## src/trsl_pkg.sv

```systemverilog
// constants shared by the torque reference select and speed limit block
// assumes a 200 MHz core clock and 12-bit signed samples of +/-10 V
package trsl_pkg;

  // timing
  localparam int CLK_PERIOD_NS = 5;
  localparam int HOLD_TIME_MS  = 1000;
  localparam int HOLD_CYC      = HOLD_TIME_MS * 1000000 / CLK_PERIOD_NS;
  localparam int TC_UNIT_NS    = 10000;
  localparam int FILT_SHIFT    = 4;
  localparam int FILT_STEP_CYC = TC_UNIT_NS / CLK_PERIOD_NS
                                 / (1 << FILT_SHIFT);

  // analog scaling: percent = counts * PCT_NUM_K / (ADC_FS * gain)
  localparam int ADC_FS    = 2048;
  localparam int PCT_NUM_K = 10000;
  localparam int SPD_NUM_K = 100;

  // register indices
  localparam logic [3:0] REG_CTRL  = 4'h0;
  localparam logic [3:0] REG_TSRC  = 4'h1;
  localparam logic [3:0] REG_GAIN  = 4'h2;
  localparam logic [3:0] REG_TC    = 4'h3;
  localparam logic [3:0] REG_CAP   = 4'h4;
  localparam logic [3:0] REG_TP0   = 4'h5;
  localparam logic [3:0] REG_SP0   = 4'h9;
  localparam logic [3:0] REG_CMD   = 4'hD;
  localparam logic [3:0] REG_STAT  = 4'hE;
  localparam logic [3:0] REG_OFS   = 4'hF;

  // field positions
  localparam int CTRL_LSRC    = 4;
  localparam int CMD_AUTO     = 0;
  localparam int CMD_MANUAL   = 1;
  localparam int CMD_FACTORY  = 2;
  localparam int CMD_CLR_REF  = 3;

  // encodings and reset values
  localparam logic [3:0] MODE_TORQUE = 4'h2;
  localparam logic [3:0] MODE_DEF    = 4'h2;
  localparam logic       LSRC_EXT    = 1'b1;
  localparam logic       LSRC_DEF    = 1'b0;
  localparam logic       TSRC_INT    = 1'b1;
  localparam logic       TSRC_DEF    = 1'b0;

  // ranges and defaults
  localparam logic signed [15:0] OFS_MIN  = 16'shFC00;
  localparam logic signed [15:0] OFS_MAX  = 16'sh0400;
  localparam logic signed [15:0] TC_MAX   = 16'sh09C4;
  localparam logic signed [15:0] TC_DEF   = 16'sh0032;
  localparam logic signed [15:0] CAP_MAX  = 16'sh1770;
  localparam logic signed [15:0] CAP_DEF  = 16'sh05DC;
  localparam logic signed [15:0] GAIN_MIN = 16'sh000A;
  localparam logic signed [15:0] GAIN_MAX = 16'sh0064;
  localparam logic signed [15:0] GAIN_DEF = 16'sh0021;
  localparam logic signed [15:0] TP_MIN   = 16'shFE70;
  localparam logic signed [15:0] TP_MAX   = 16'sh0190;
  localparam logic signed [15:0] TP_DEF   = 16'sh0000;
  localparam logic signed [15:0] SP_MIN   = 16'shE890;
  localparam logic signed [15:0] SP_MAX   = 16'sh1770;
  localparam logic signed [15:0] ZERO16   = 16'sh0000;
  localparam logic signed [15:0] SP_DEF [4] =
    '{16'sh0064, 16'sh00C8, 16'sh012C, 16'shFF9C};

  function automatic logic signed [15:0] clamp16(
    input logic signed [15:0] v,
    input logic signed [15:0] lo,
    input logic signed [15:0] hi);
    clamp16 = (v < lo) ? lo : ((v > hi) ? hi : v);
  endfunction

endpackage

```

## src/trsl_top.sv

```systemverilog
// torque reference front end: offset removal, lag filter, preset
// selection and the speed limit used in torque control
// assumes analog samples and restart arrive on the core clock; select
// pins, servo-on and panel keys are asynchronous
//
// Contract
// RL1 - offset correction stays within -1024 to +1024, keys included
// RL2 - offset lives outside parameters; factory restore leaves it alone
// RL3 - auto adjust measures the input residual and stores its correction
// RL4 - before auto adjust the partner sets servo off and zero volts
// RL5 - partner asserts servo-on before manual offset display and editing
// RL6 - mode key held one second shows offset; up and down step it
// RL7 - left key held one second returns to the manual adjust display
// RL8 - first order lag, time constant 0 to 2500 x 0.01 ms, default 50
// RL9 - limit source 0 uses the internal speed cap alone
// RL10 - limit source 1 uses lesser of analog speed and internal cap
// RL11 - cap 0 to 6000 rpm, default 1500, held to motor maximum
// RL12 - analog limit scaled by reference gain, polarity ignored
// RL13 - torque mode with torque source 1 uses internal presets only
// RL14 - two select inputs pick torque preset 1 to 4, -400 to 400 %
// RL15 - two limit inputs pick limit preset 1 to 4, +/-6000 rpm
// RL16 - control mode and limit source change only at restart
// RL17 - reference gain 10 to 100 x 0.1 V per 100 %, default 33
// RL18 - offset correction is subtracted before the filter
`timescale 1ns/1ps
module trsl_top #(
  parameter int HOLD_CYC      = trsl_pkg::HOLD_CYC,
  parameter int MOTOR_MAX_RPM = 3000,
  parameter int RATED_RPM     = 3000
)(
  // clock and reset
  input  wire logic               I_CORE_CLK,
  input  wire logic               I_SRST,
  // register port
  input  wire logic [3:0]         I_ADDR,
  input  wire logic [15:0]        I_WDATA,
  input  wire logic               I_WR,
  input  wire logic               I_RD,
  output logic      [15:0]        O_RDATA,
  // analog samples and restart, core clock
  input  wire logic signed [11:0] I_TREF_ADC,
  input  wire logic signed [11:0] I_VREF_ADC,
  input  wire logic               I_RESTART,
  // offset store
  input  wire logic signed [11:0] I_NV_OFFSET,
  output logic                    O_NV_WE,
  output logic signed [11:0]      O_NV_OFFSET,
  // select pins, servo-on and panel keys
  input  wire logic               I_TORQUE_PRESET_SEL0,
  input  wire logic               I_TORQUE_PRESET_SEL1,
  input  wire logic               I_LIMIT_PRESET_SEL0,
  input  wire logic               I_LIMIT_PRESET_SEL1,
  input  wire logic               I_SERVO_ON,
  input  wire logic               I_KEY_MODE,
  input  wire logic               I_KEY_UP,
  input  wire logic               I_KEY_DOWN,
  input  wire logic               I_KEY_LEFT,
  // results
  output logic signed [15:0]      O_TORQUE_CMD,
  output logic [12:0]             O_SPEED_LIMIT,
  output logic                    O_TORQUE_ACTIVE,
  output logic [1:0]              O_PANEL_STATE,
  output logic signed [11:0]      O_DISP_OFFSET
);
  localparam int HW = $clog2(HOLD_CYC + 1);
  localparam logic signed [15:0] MOT_MAX = 16'(MOTOR_MAX_RPM);

  typedef enum logic [1:0] {PNL_IDLE, PNL_MENU, PNL_VALUE} trsl_pnl_t;
  function automatic logic [15:0] mag16(input logic signed [15:0] v);
    mag16 = v[15] ? 16'(-v) : 16'(v);
  endfunction
  function automatic logic signed [15:0] min16(
    input logic signed [15:0] a,
    input logic signed [15:0] b);
    min16 = (a < b) ? a : b;
  endfunction

  // pin synchronisers; stage three only feeds edge detection
  logic [8:0] pin_s1_ff;
  logic [8:0] pin_s2_ff;
  logic [8:0] pin_s3_ff;
  wire  [8:0] pin_raw = {I_KEY_LEFT, I_KEY_DOWN, I_KEY_UP, I_KEY_MODE,
                         I_SERVO_ON, I_LIMIT_PRESET_SEL1,
                         I_LIMIT_PRESET_SEL0, I_TORQUE_PRESET_SEL1,
                         I_TORQUE_PRESET_SEL0};

  always_ff @(posedge I_CORE_CLK)
  begin
    if (I_SRST)
      {pin_s3_ff, pin_s2_ff, pin_s1_ff} <= '0;
    else
      {pin_s3_ff, pin_s2_ff, pin_s1_ff} <= {pin_s2_ff, pin_s1_ff, pin_raw};
  end

  wire [1:0] tidx      = pin_s2_ff[1:0];
  wire [1:0] lidx      = pin_s2_ff[3:2];
  wire       servo_on  = pin_s2_ff[4];
  wire       key_mode  = pin_s2_ff[5];
  wire       key_left  = pin_s2_ff[8];
  wire       up_rise   = pin_s2_ff[6] & ~pin_s3_ff[6];
  wire       down_rise = pin_s2_ff[7] & ~pin_s3_ff[7];
  wire       left_rise = pin_s2_ff[8] & ~pin_s3_ff[8];

  // parameter registers
  logic [3:0]        mode_pend_ff;
  logic [3:0]        mode_act_ff;
  logic              lsrc_pend_ff;
  logic              lsrc_act_ff;
  logic              tsrc_ff;
  logic signed [15:0] gain_ff;
  logic signed [15:0] tc_ff;
  logic signed [15:0] cap_ff;
  logic signed [15:0] tp_ff [4];
  logic signed [15:0] sp_ff [4];

  wire signed [15:0] wd      = I_WDATA;
  wire               wr_cmd  = I_WR && (I_ADDR == trsl_pkg::REG_CMD);
  wire               factory = wr_cmd && I_WDATA[trsl_pkg::CMD_FACTORY];
  wire [1:0]         wsel    = I_ADDR[1:0] - 2'h1;

  // the restore touches parameters only; the offset is held elsewhere
  always_ff @(posedge I_CORE_CLK)
  begin
    if (I_SRST || factory) // RL2
    begin
      mode_pend_ff <= trsl_pkg::MODE_DEF;
      lsrc_pend_ff <= trsl_pkg::LSRC_DEF;
      tsrc_ff      <= trsl_pkg::TSRC_DEF;
      gain_ff      <= trsl_pkg::GAIN_DEF;
      tc_ff        <= trsl_pkg::TC_DEF;
      cap_ff       <= trsl_pkg::CAP_DEF;
      tp_ff        <= '{default: trsl_pkg::TP_DEF};
      sp_ff        <= trsl_pkg::SP_DEF;
    end
    else if (I_WR)
    begin
      case (I_ADDR)
        trsl_pkg::REG_CTRL:
        begin
          mode_pend_ff <= I_WDATA[3:0];
          lsrc_pend_ff <= I_WDATA[trsl_pkg::CTRL_LSRC];
        end
        trsl_pkg::REG_TSRC: tsrc_ff <= I_WDATA[0];
        trsl_pkg::REG_GAIN: gain_ff <= trsl_pkg::clamp16(wd,
          trsl_pkg::GAIN_MIN, trsl_pkg::GAIN_MAX); // RL17
        trsl_pkg::REG_TC: tc_ff <= trsl_pkg::clamp16(wd,
          trsl_pkg::ZERO16, trsl_pkg::TC_MAX); // RL8
        trsl_pkg::REG_CAP: cap_ff <= trsl_pkg::clamp16(wd,
          trsl_pkg::ZERO16, trsl_pkg::CAP_MAX); // RL11
        4'h5, 4'h6, 4'h7, 4'h8: tp_ff[I_ADDR[1:0] - 2'h1] <=
          trsl_pkg::clamp16(wd, trsl_pkg::TP_MIN, trsl_pkg::TP_MAX); // RL14
        default: ;
      endcase
      if (I_ADDR >= trsl_pkg::REG_SP0 && I_ADDR < trsl_pkg::REG_CMD)
        sp_ff[wsel] <= trsl_pkg::clamp16(wd,
          trsl_pkg::SP_MIN, trsl_pkg::SP_MAX); // RL15
    end
  end

  // mode and limit source only move at restart; a torque source write still
  // switches torque and limit selection at once, servo on or off
  always_ff @(posedge I_CORE_CLK)
  begin
    if (I_SRST)
    begin
      mode_act_ff <= trsl_pkg::MODE_DEF;
      lsrc_act_ff <= trsl_pkg::LSRC_DEF;
    end
    else if (I_RESTART) // RL16
    begin
      mode_act_ff <= mode_pend_ff;
      lsrc_act_ff <= lsrc_pend_ff;
    end
  end

  // offset correction and panel
  logic signed [11:0] ofs_ff;
  logic signed [11:0] nxt_ofs;
  logic               nv_load_ff;
  logic               nxt_nv_we;
  logic               refused_ff;
  trsl_pnl_t          pnl_ff;
  trsl_pnl_t          nxt_pnl;
  logic [HW-1:0]      hold_ff;

  wire signed [15:0] tref16 = 16'(I_TREF_ADC);
  wire signed [15:0] vref16 = 16'(I_VREF_ADC);
  wire signed [15:0] ofs16  = 16'(ofs_ff);
  wire auto_req  = wr_cmd && I_WDATA[trsl_pkg::CMD_AUTO];
  wire auto_go   = auto_req && !servo_on; // RL4
  wire hold_key  = (pnl_ff == PNL_MENU)  ? key_mode :
                   (pnl_ff == PNL_VALUE) ? key_left : 1'b0;
  wire hold_done = hold_key && (hold_ff == HW'(HOLD_CYC - 1)); // RL6
  wire editing   = (pnl_ff == PNL_VALUE);

  always_comb
  begin
    nxt_ofs   = ofs_ff;
    nxt_nv_we = 1'b0;
    if (nv_load_ff)
      nxt_ofs = 12'(trsl_pkg::clamp16(16'(I_NV_OFFSET),
                trsl_pkg::OFS_MIN, trsl_pkg::OFS_MAX)); // RL2
    else if (auto_go)
    begin
      // the residual seen at zero volts is the correction itself
      nxt_ofs   = 12'(trsl_pkg::clamp16(tref16,
                  trsl_pkg::OFS_MIN, trsl_pkg::OFS_MAX)); // RL3
      nxt_nv_we = 1'b1;
    end
    else if (editing && (up_rise ^ down_rise))
    begin
      nxt_ofs   = 12'(trsl_pkg::clamp16(up_rise ? ofs16 + 16'sh0001
                  : ofs16 - 16'sh0001,
                  trsl_pkg::OFS_MIN, trsl_pkg::OFS_MAX)); // RL1
      nxt_nv_we = (nxt_ofs != ofs_ff);
    end
  end

  always_comb
  begin
    nxt_pnl = pnl_ff;
    case (pnl_ff)
      PNL_IDLE:
        if (wr_cmd && I_WDATA[trsl_pkg::CMD_MANUAL])
          nxt_pnl = PNL_MENU;
      PNL_MENU:
        if (hold_done && servo_on) // RL5
          nxt_pnl = PNL_VALUE; // RL6
        else if (left_rise)
          nxt_pnl = PNL_IDLE;
      PNL_VALUE:
        if (hold_done)
          nxt_pnl = PNL_MENU; // RL7
      default:
        nxt_pnl = PNL_IDLE;
    endcase
  end

  always_ff @(posedge I_CORE_CLK)
  begin
    if (I_SRST)
    begin
      ofs_ff      <= '0;
      nv_load_ff  <= 1'b1;
      refused_ff  <= 1'b0;
      pnl_ff      <= PNL_IDLE;
      hold_ff     <= '0;
      O_NV_WE     <= 1'b0;
      O_NV_OFFSET <= '0;
    end
    else
    begin
      ofs_ff      <= nxt_ofs;
      nv_load_ff  <= 1'b0;
      pnl_ff      <= nxt_pnl;
      hold_ff     <= (hold_key && !hold_done) ? hold_ff + HW'(1) : '0;
      O_NV_WE     <= nxt_nv_we;
      O_NV_OFFSET <= nxt_ofs;
      // a refusal in the same cycle as its clear still shows
      if (auto_req && servo_on)
        refused_ff <= 1'b1;
      else if (wr_cmd && I_WDATA[trsl_pkg::CMD_CLR_REF])
        refused_ff <= 1'b0;
    end
  end

  // analog torque percent and analog speed, both scaled by the gain
  wire signed [15:0] corr = tref16 - ofs16; // RL18
  wire [17:0] den = 18'(gain_ff[6:0]) * 18'(trsl_pkg::ADC_FS); // RL17
  wire [31:0] tnum = 32'(mag16(corr)) * 32'(trsl_pkg::PCT_NUM_K);
  wire [31:0] vnum = 32'(mag16(vref16)) * 32'(trsl_pkg::SPD_NUM_K)
                     * 32'(RATED_RPM); // RL12
  wire        t_done;
  wire        v_done;
  wire        t_neg;
  wire [31:0] t_quot;
  wire [31:0] v_quot;
  logic signed [15:0] apct_ff;
  logic signed [15:0] vspd_ff;
  trsl_div #(.NW(32), .DW(18)) u_tdiv (
    .i_clk (I_CORE_CLK), .i_srst (I_SRST), .i_start (1'b1),
    .i_num (tnum), .i_den (den), .i_neg (corr[15]),
    .o_busy (), .o_done (t_done), .o_quot (t_quot), .o_neg (t_neg)
  );
  trsl_div #(.NW(32), .DW(18)) u_vdiv (
    .i_clk (I_CORE_CLK), .i_srst (I_SRST), .i_start (1'b1),
    .i_num (vnum), .i_den (den), .i_neg (1'b0),
    .o_busy (), .o_done (v_done), .o_quot (v_quot), .o_neg ()
  );

  always_ff @(posedge I_CORE_CLK)
  begin
    if (I_SRST)
    begin
      apct_ff <= '0;
      vspd_ff <= '0;
    end
    else
    begin
      if (t_done)
        apct_ff <= t_neg ? -16'(t_quot) : 16'(t_quot);
      if (v_done)
        vspd_ff <= min16(16'(v_quot), trsl_pkg::CAP_MAX);
    end
  end

  // torque source and lag filter; a step of 1/16 every tc*125 cycles
  // gives tc*10 us, so a new tc acts on the very next step
  wire tq_mode = (mode_act_ff == trsl_pkg::MODE_TORQUE);
  wire signed [15:0] tgt = (tsrc_ff == trsl_pkg::TSRC_INT) ?
                           tp_ff[tidx] : apct_ff; // RL13 RL14
  wire signed [23:0] x24 = {(tq_mode ? tgt : 16'sh0000), 8'h00};
  logic signed [23:0] y_ff;
  logic [19:0]        per_ff;
  wire [19:0] per_lim = 20'(tc_ff[11:0]) * 20'(trsl_pkg::FILT_STEP_CYC);
  wire        tick    = (per_ff + 20'h00001) >= per_lim;
  wire signed [23:0] step = (x24 - y_ff) >>> trsl_pkg::FILT_SHIFT;
  wire signed [23:0] nxt_y = (tc_ff == trsl_pkg::ZERO16) ? x24 :
                             (tick ? y_ff + step : y_ff); // RL8
  // speed limit selection
  wire signed [15:0] cap_eff = min16(cap_ff, MOT_MAX); // RL11
  wire signed [15:0] ext_lim = min16(vspd_ff, cap_eff); // RL10
  wire signed [15:0] pre_lim = min16(16'(mag16(sp_ff[lidx])),
                                     MOT_MAX); // RL15
  wire signed [15:0] lim = (tsrc_ff == trsl_pkg::TSRC_INT) ? pre_lim :
                           (lsrc_act_ff == trsl_pkg::LSRC_EXT) ?
                           ext_lim : cap_eff; // RL9 RL10
  always_ff @(posedge I_CORE_CLK)
  begin
    if (I_SRST)
    begin
      y_ff            <= '0;
      per_ff          <= '0;
      O_TORQUE_CMD    <= '0;
      O_SPEED_LIMIT   <= '0;
      O_TORQUE_ACTIVE <= 1'b0;
      O_PANEL_STATE   <= '0;
      O_DISP_OFFSET   <= '0;
    end
    else
    begin
      y_ff            <= nxt_y;
      per_ff          <= tick ? 20'h00000 : per_ff + 20'h00001;
      O_TORQUE_CMD    <= nxt_y[23:8];
      O_SPEED_LIMIT   <= lim[12:0];
      O_TORQUE_ACTIVE <= tq_mode;
      O_PANEL_STATE   <= nxt_pnl;
      O_DISP_OFFSET   <= (nxt_pnl == PNL_VALUE) ? nxt_ofs : 12'sh000;
    end
  end

  // read side
  logic [15:0] rword [16];
  assign rword = '{{11'h000, lsrc_pend_ff, mode_pend_ff},
    {15'h0000, tsrc_ff}, gain_ff, tc_ff, cap_ff,
    tp_ff[0], tp_ff[1], tp_ff[2], tp_ff[3],
    sp_ff[0], sp_ff[1], sp_ff[2], sp_ff[3], 16'h0000,
    {8'h00, refused_ff, pnl_ff, lsrc_act_ff, mode_act_ff},
    16'(ofs_ff)};

  always_ff @(posedge I_CORE_CLK)
  begin
    if (I_SRST)
      O_RDATA <= '0;
    else
      O_RDATA <= I_RD ? rword[I_ADDR] : 16'h0000;
  end
endmodule

```

## src/trsl_div.sv

```systemverilog
// sequential restoring divider, one quotient bit per clock
// assumes a nonzero divisor; a sign tag travels with the operands
`timescale 1ns/1ps
module trsl_div #(
  parameter int NW = 32,
  parameter int DW = 18
)(
  // clock and reset
  input  wire logic          i_clk,
  input  wire logic          i_srst,
  // operands
  input  wire logic          i_start,
  input  wire logic [NW-1:0] i_num,
  input  wire logic [DW-1:0] i_den,
  input  wire logic          i_neg,
  // result
  output logic               o_busy,
  output logic               o_done,
  output logic [NW-1:0]      o_quot,
  output logic               o_neg
);
  localparam int CW = $clog2(NW + 1);

  logic [DW:0]   rem_ff;
  logic [NW-1:0] q_ff;
  logic [DW-1:0] den_ff;
  logic [CW-1:0] cnt_ff;
  logic          neg_ff;

  wire [DW:0] trial = {rem_ff[DW-1:0], q_ff[NW-1]};
  wire        fit   = trial >= {1'b0, den_ff};

  always_ff @(posedge i_clk)
  begin
    if (i_srst)
    begin
      rem_ff <= '0;
      q_ff   <= '0;
      den_ff <= '0;
      cnt_ff <= '0;
      neg_ff <= 1'b0;
      o_busy <= 1'b0;
      o_done <= 1'b0;
      o_quot <= '0;
      o_neg  <= 1'b0;
    end
    else
    begin
      o_done <= 1'b0;
      if (!o_busy && i_start)
      begin
        rem_ff <= '0;
        q_ff   <= i_num;
        den_ff <= i_den;
        cnt_ff <= CW'(NW);
        neg_ff <= i_neg;
        o_busy <= 1'b1;
      end
      else if (o_busy)
      begin
        rem_ff <= fit ? trial - {1'b0, den_ff} : trial;
        q_ff   <= {q_ff[NW-2:0], fit};
        cnt_ff <= cnt_ff - CW'(1);
        if (cnt_ff == CW'(1))
        begin
          o_busy <= 1'b0;
          o_done <= 1'b1;
          o_quot <= {q_ff[NW-2:0], fit};
          o_neg  <= neg_ff;
        end
      end
    end
  end
endmodule

```

## config.mk

```make
export PLATFORM = sky130hd
export DESIGN_NAME = trsl_top
export DESIGN_NICKNAME = d
export VERILOG_FILES = /design/src/trsl_pkg.sv /design/src/trsl_top.sv /design/src/trsl_div.sv
export SDC_FILE = /design/constraint.sdc
export NUM_CORES = 2
export LEC_CHECK = 0
export BUFFER_PORTS_ARGS = -buffer_cell sky130_fd_sc_hd__buf_2
export CORE_ASPECT_RATIO = 0.6
export CORE_MARGIN = 4
export CORE_UTILIZATION = 69
export DETAILED_ROUTE_END_ITERATION = 8
export GPL_TIMING_DRIVEN = 0
export PLACE_DENSITY = 0.87
export SETUP_SLACK_MARGIN = 0.5
export SYNTH_ARGS = -nofsm -noshare
export SYNTH_HDL_FRONTEND = slang
export SYNTH_SLANG_ARGS = --single-unit
```

## constraint.sdc

```tcl
create_clock -name I_CORE_CLK -period 29.2 [get_ports I_CORE_CLK]
set_clock_uncertainty 0.2 [all_clocks]
set_input_delay 5.84 -clock I_CORE_CLK [delete_from_list [all_inputs] [get_ports I_CORE_CLK]]
set_output_delay 5.84 -clock I_CORE_CLK [all_outputs]
set_load 0.05 [all_outputs]
```

==> results.cfg <==
[cts]
clock_sinks = 534
htree_levels = 2
cts_setup_buffers = 0
clk_latency_ns = 0.65
clk_path_buf_depth = 3
cts_root_buf = clkbuf_16
cts-resized-gates = 0
cts_buffers = 49
hold_buffers = 0
clk_pin_slew_ns = 0.07
cts_tree = yes

[drt]
viasPerCell = 6.23
drt_pass1_iterations = 8
wl_mm = 112
vias = 32979
drc = 0
post_drt_wl_per_cell_um = 21.1
drt_iter0_drc = 4604
ant_nets = 0

[run]
cap_violations = 2

[worst_hold_path]
holdPathEnd = pin_s2_ff[3]$_SDFF_PP0_
hold_depth = 1
hp-class = reg -> reg
hold_path_startpoint = pin_s1_ff[3]$_SDFF_PP0_

[grt]
antenna_found_initial = 6
gr-usage-met1_pct = 54.2
top_usage_layer = met1
grt_pass1_wl_mm = 175
grt_max_degree = 17
grt_usage_pct = 37.9
met2_usage_pct = 53.1
met3_usage_pct = 14.4
grt_pass1_vias = 31318
overflow = 0

[yosys]
yosys-top-cells-area = dfxtp_1 28%, ha_1 12%, fa_1 9.3%
synth.largest_area_cell = dfxtp_1
synth-main-ff-cell = dfxtp_1
syn-cell-area_mm2 = 0.0377
synth_cell_types = 85
synth-edff-count = 0
synth_top_area_share_pct = 28.3
ys_ff_latch = 534
yosysWarnings = 0
yosysSeqAreaShare_pct = 28.3
avgSynthCellArea_um2 = 8.71
ys_async_sr_fraction_pct = 0
synthCells = 4330

[die]
num_rows = 66
die_h_um = 189
die_w_um = 310
die_area_mm2 = 0.0586
start_util_pct = 69.8
ios = 143
core-area_mm2 = 0.0541

[worst_setup_path]
path_max_fanout = 8
startpoint = I_VREF_ADC[0]
rr_worst_depth = 33
max_stage_delay_ns = 0.67
end_kind = flip-flop
r2r_start = ofs_ff[0]$_SDFF_PP0_
cp.required_ns = 29.48
crit_type = in -> reg
reg2reg_slack_ns = 20.04
slowest_stage = xnor2_1
regToRegEndpoint = u_tdiv.q_ff[22]$_SDFF_PP0_
cp.arrival_ns = 15.51
startpoint_type = input port

[finish]
syn2layout_area_growth_pct = 9.08
nets = 5153
drive_above_1_share_pct = 8.10

[timing]
worstMarginPinSlew_ns = 1.54
rsz0062_at_grt = false
final.setup.tns_ns = 0
fin_crit_sh_pct = 52.1
fin_crit_ns = 15.23
relSlewSlack_pct = -3.42
maxSlewViolCount = 6
clock.fmax_mhz = 65.7
setup_violations = 0
hold_viol = 0

[outcome]
status = complete, but fails checks
violations = max-capacitance violations, max-slew violations

[placement]
post-dp-hpwl_mm = 87.6
gp_congestion = 1.10
portBuffers = 131
==> metal layers <==
| metal | wire length, µm | share of wire (%) | up-vias |
|---|---|---|---|
| met1 | 47600 | 43 | 15609 |
| met2 | 44200 | 40 | 1955 |
| met5 | 34 | 0.030 | - |
| met3 | 15700 | 14 | 302 |
| li1 | - | - | 15109 |
| met4 | 4160 | 3.7 | 4 |
==> synth_stat cells (all sizes together) (46+ instances only) <==
cell type    n
dfxtp      534
xnor2      143
buf         50
ha         368
clkbuf     153
mux4        68
nor2b       86
nor2       498
nor3        60
o21ai      117
fa         176
nand2      324
and2        57
inv        474
mux2i       90
a21o        46
nand3       83
a21oi      340
a211oi      78
xor2       104
nand2b      48
==> sequential cells by signal, indices dropped and copies added (netlist names), 9 cells and up <==
| register | count |
|---|---|
| pin_s1_ff | 9 |
| y_ff | 24 |
| cap_ff | 16 |
| u_vdiv.o_quot | 16 |
| ofs_ff | 12 |
| O_RDATA | 16 |
| apct_ff | 16 |
| O_DISP_OFFSET | 12 |
| u_vdiv.q_ff | 32 |
| hold_ff | 28 |
| u_tdiv.rem_ff | 18 |
| pin_s2_ff | 9 |
| gain_ff | 16 |
| u_tdiv.o_quot | 16 |
| tc_ff | 15 |
| per_ff | 20 |
| vspd_ff | 16 |
| rword | 128 |
| O_SPEED_LIMIT | 13 |
| u_vdiv.rem_ff | 18 |
| u_tdiv.q_ff | 32 |
==> worst max-delay path by stage <==
stage / to / slack [ns] / cells past startpoint
2_1_floorplan: u_vdiv.q_ff[31]$_SDFF_PP0_ / 14.99 / 37
3_3_place_gp: u_vdiv.q_ff[31]$_SDFF_PP0_ / 13.73 / 33
3_5_place_dp: u_vdiv.q_ff[31]$_SDFF_PP0_ / 13.58 / 33
4_1_cts: u_vdiv.q_ff[31]$_SDFF_PP0_ / 14.17 / 33
5_1_grt: u_vdiv.q_ff[31]$_SDFF_PP0_ / 13.50 / 33
6_report: u_vdiv.q_ff[31]$_SDFF_PP0_ / 13.97 / 33
==> cell type report <==
type                            instances  area [µm²]
Tap cell                              714         893
Clock inverter                         22         347
Buffer                                203         886
Antenna cell                            4        10.0
Fill cell                            3834       12900
Clock buffer                           69        1410
Multi-Input combinational cell       3146       24500
Timing Repair Buffer                  131         656
Sequential cell                       534       10700
Inverter                              474        1780
==> cells by family after synthesis <==
| family | Yosys count | synth area share, % |
|---|---|---|
| AND/OR/NAND/NOR | 1309 | 16.1 |
| AO/OA/AOI/OAI | 838 | 14.1 |
| buffers and inverters | 677 | 7.06 |
| adder cells (fa/ha/maj) | 544 | 21.5 |
| flip-flops | 534 | 28.3 |
| XOR/XNOR | 248 | 5.79 |
| multiplexers | 178 | 7.04 |
| other | 2 | 0.0199 |
==> placed cells by master, fill, tap and decap left out, types with 30 or more instances in the layout <==
cell | Yosys | final
and2_1 | 56 | 56
inv_1 | 474 | 474
nor2_1 | 498 | 498
dfxtp_1 | 534 | 534
nand2_1 | 323 | 323
a21oi_1 | 340 | 340
buf_2 | 3 | 134
o21ai_0 | 114 | 114
a21o_1 | 46 | 46
mux2i_1 | 90 | 90
fa_1 | 176 | 176
mux4_2 | 68 | 68
clkbuf_16 | 0 | 50
xor2_1 | 104 | 104
clkbuf_1 | 153 | 163
a211oi_1 | 77 | 77
buf_4 | 30 | 30
nor3_1 | 59 | 58
ha_1 | 368 | 368
xnor2_1 | 143 | 143
nor2b_1 | 86 | 86
nand2b_1 | 47 | 47
nand3_1 | 83 | 83
==> worst max-delay path, delay by kind of cell <==
| family | cells | cell delay, ns |
|---|---|---|
| adder cells (fa/ha/maj) | 10 | 4.08 |
| AO/OA/AOI/OAI | 11 | 2.80 |
| XOR/XNOR | 2 | 1.26 |
| buffers and inverters | 6 | 0.87 |
| AND/OR/NAND/NOR | 4 | 0.66 |
==> per-stage QoR <==
step / instance area (µm²) / cells / setup slack [ns] / utilization (%) / hold slack [ns]
after floorplan: 37800 / 4357 / 14.99 / - / 0.206
after global placement: 39400 / 5202 / 13.73 / 72.8 / 0.212
after detailed placement: 39400 / 5202 / 13.58 / 72.8 / 0.220
after CTS: 41100 / 5293 / 14.17 / 76.1 / 0.241
after global routing: 41100 / 5293 / 13.50 / 76.1 / 0.251
final: 41200 / 5297 / 13.97 / 76.1 / 0.241
Power is left out: the tool's default activity adds up to more than one toggle a clock period on the data nets, which glitch-free logic cannot reach.
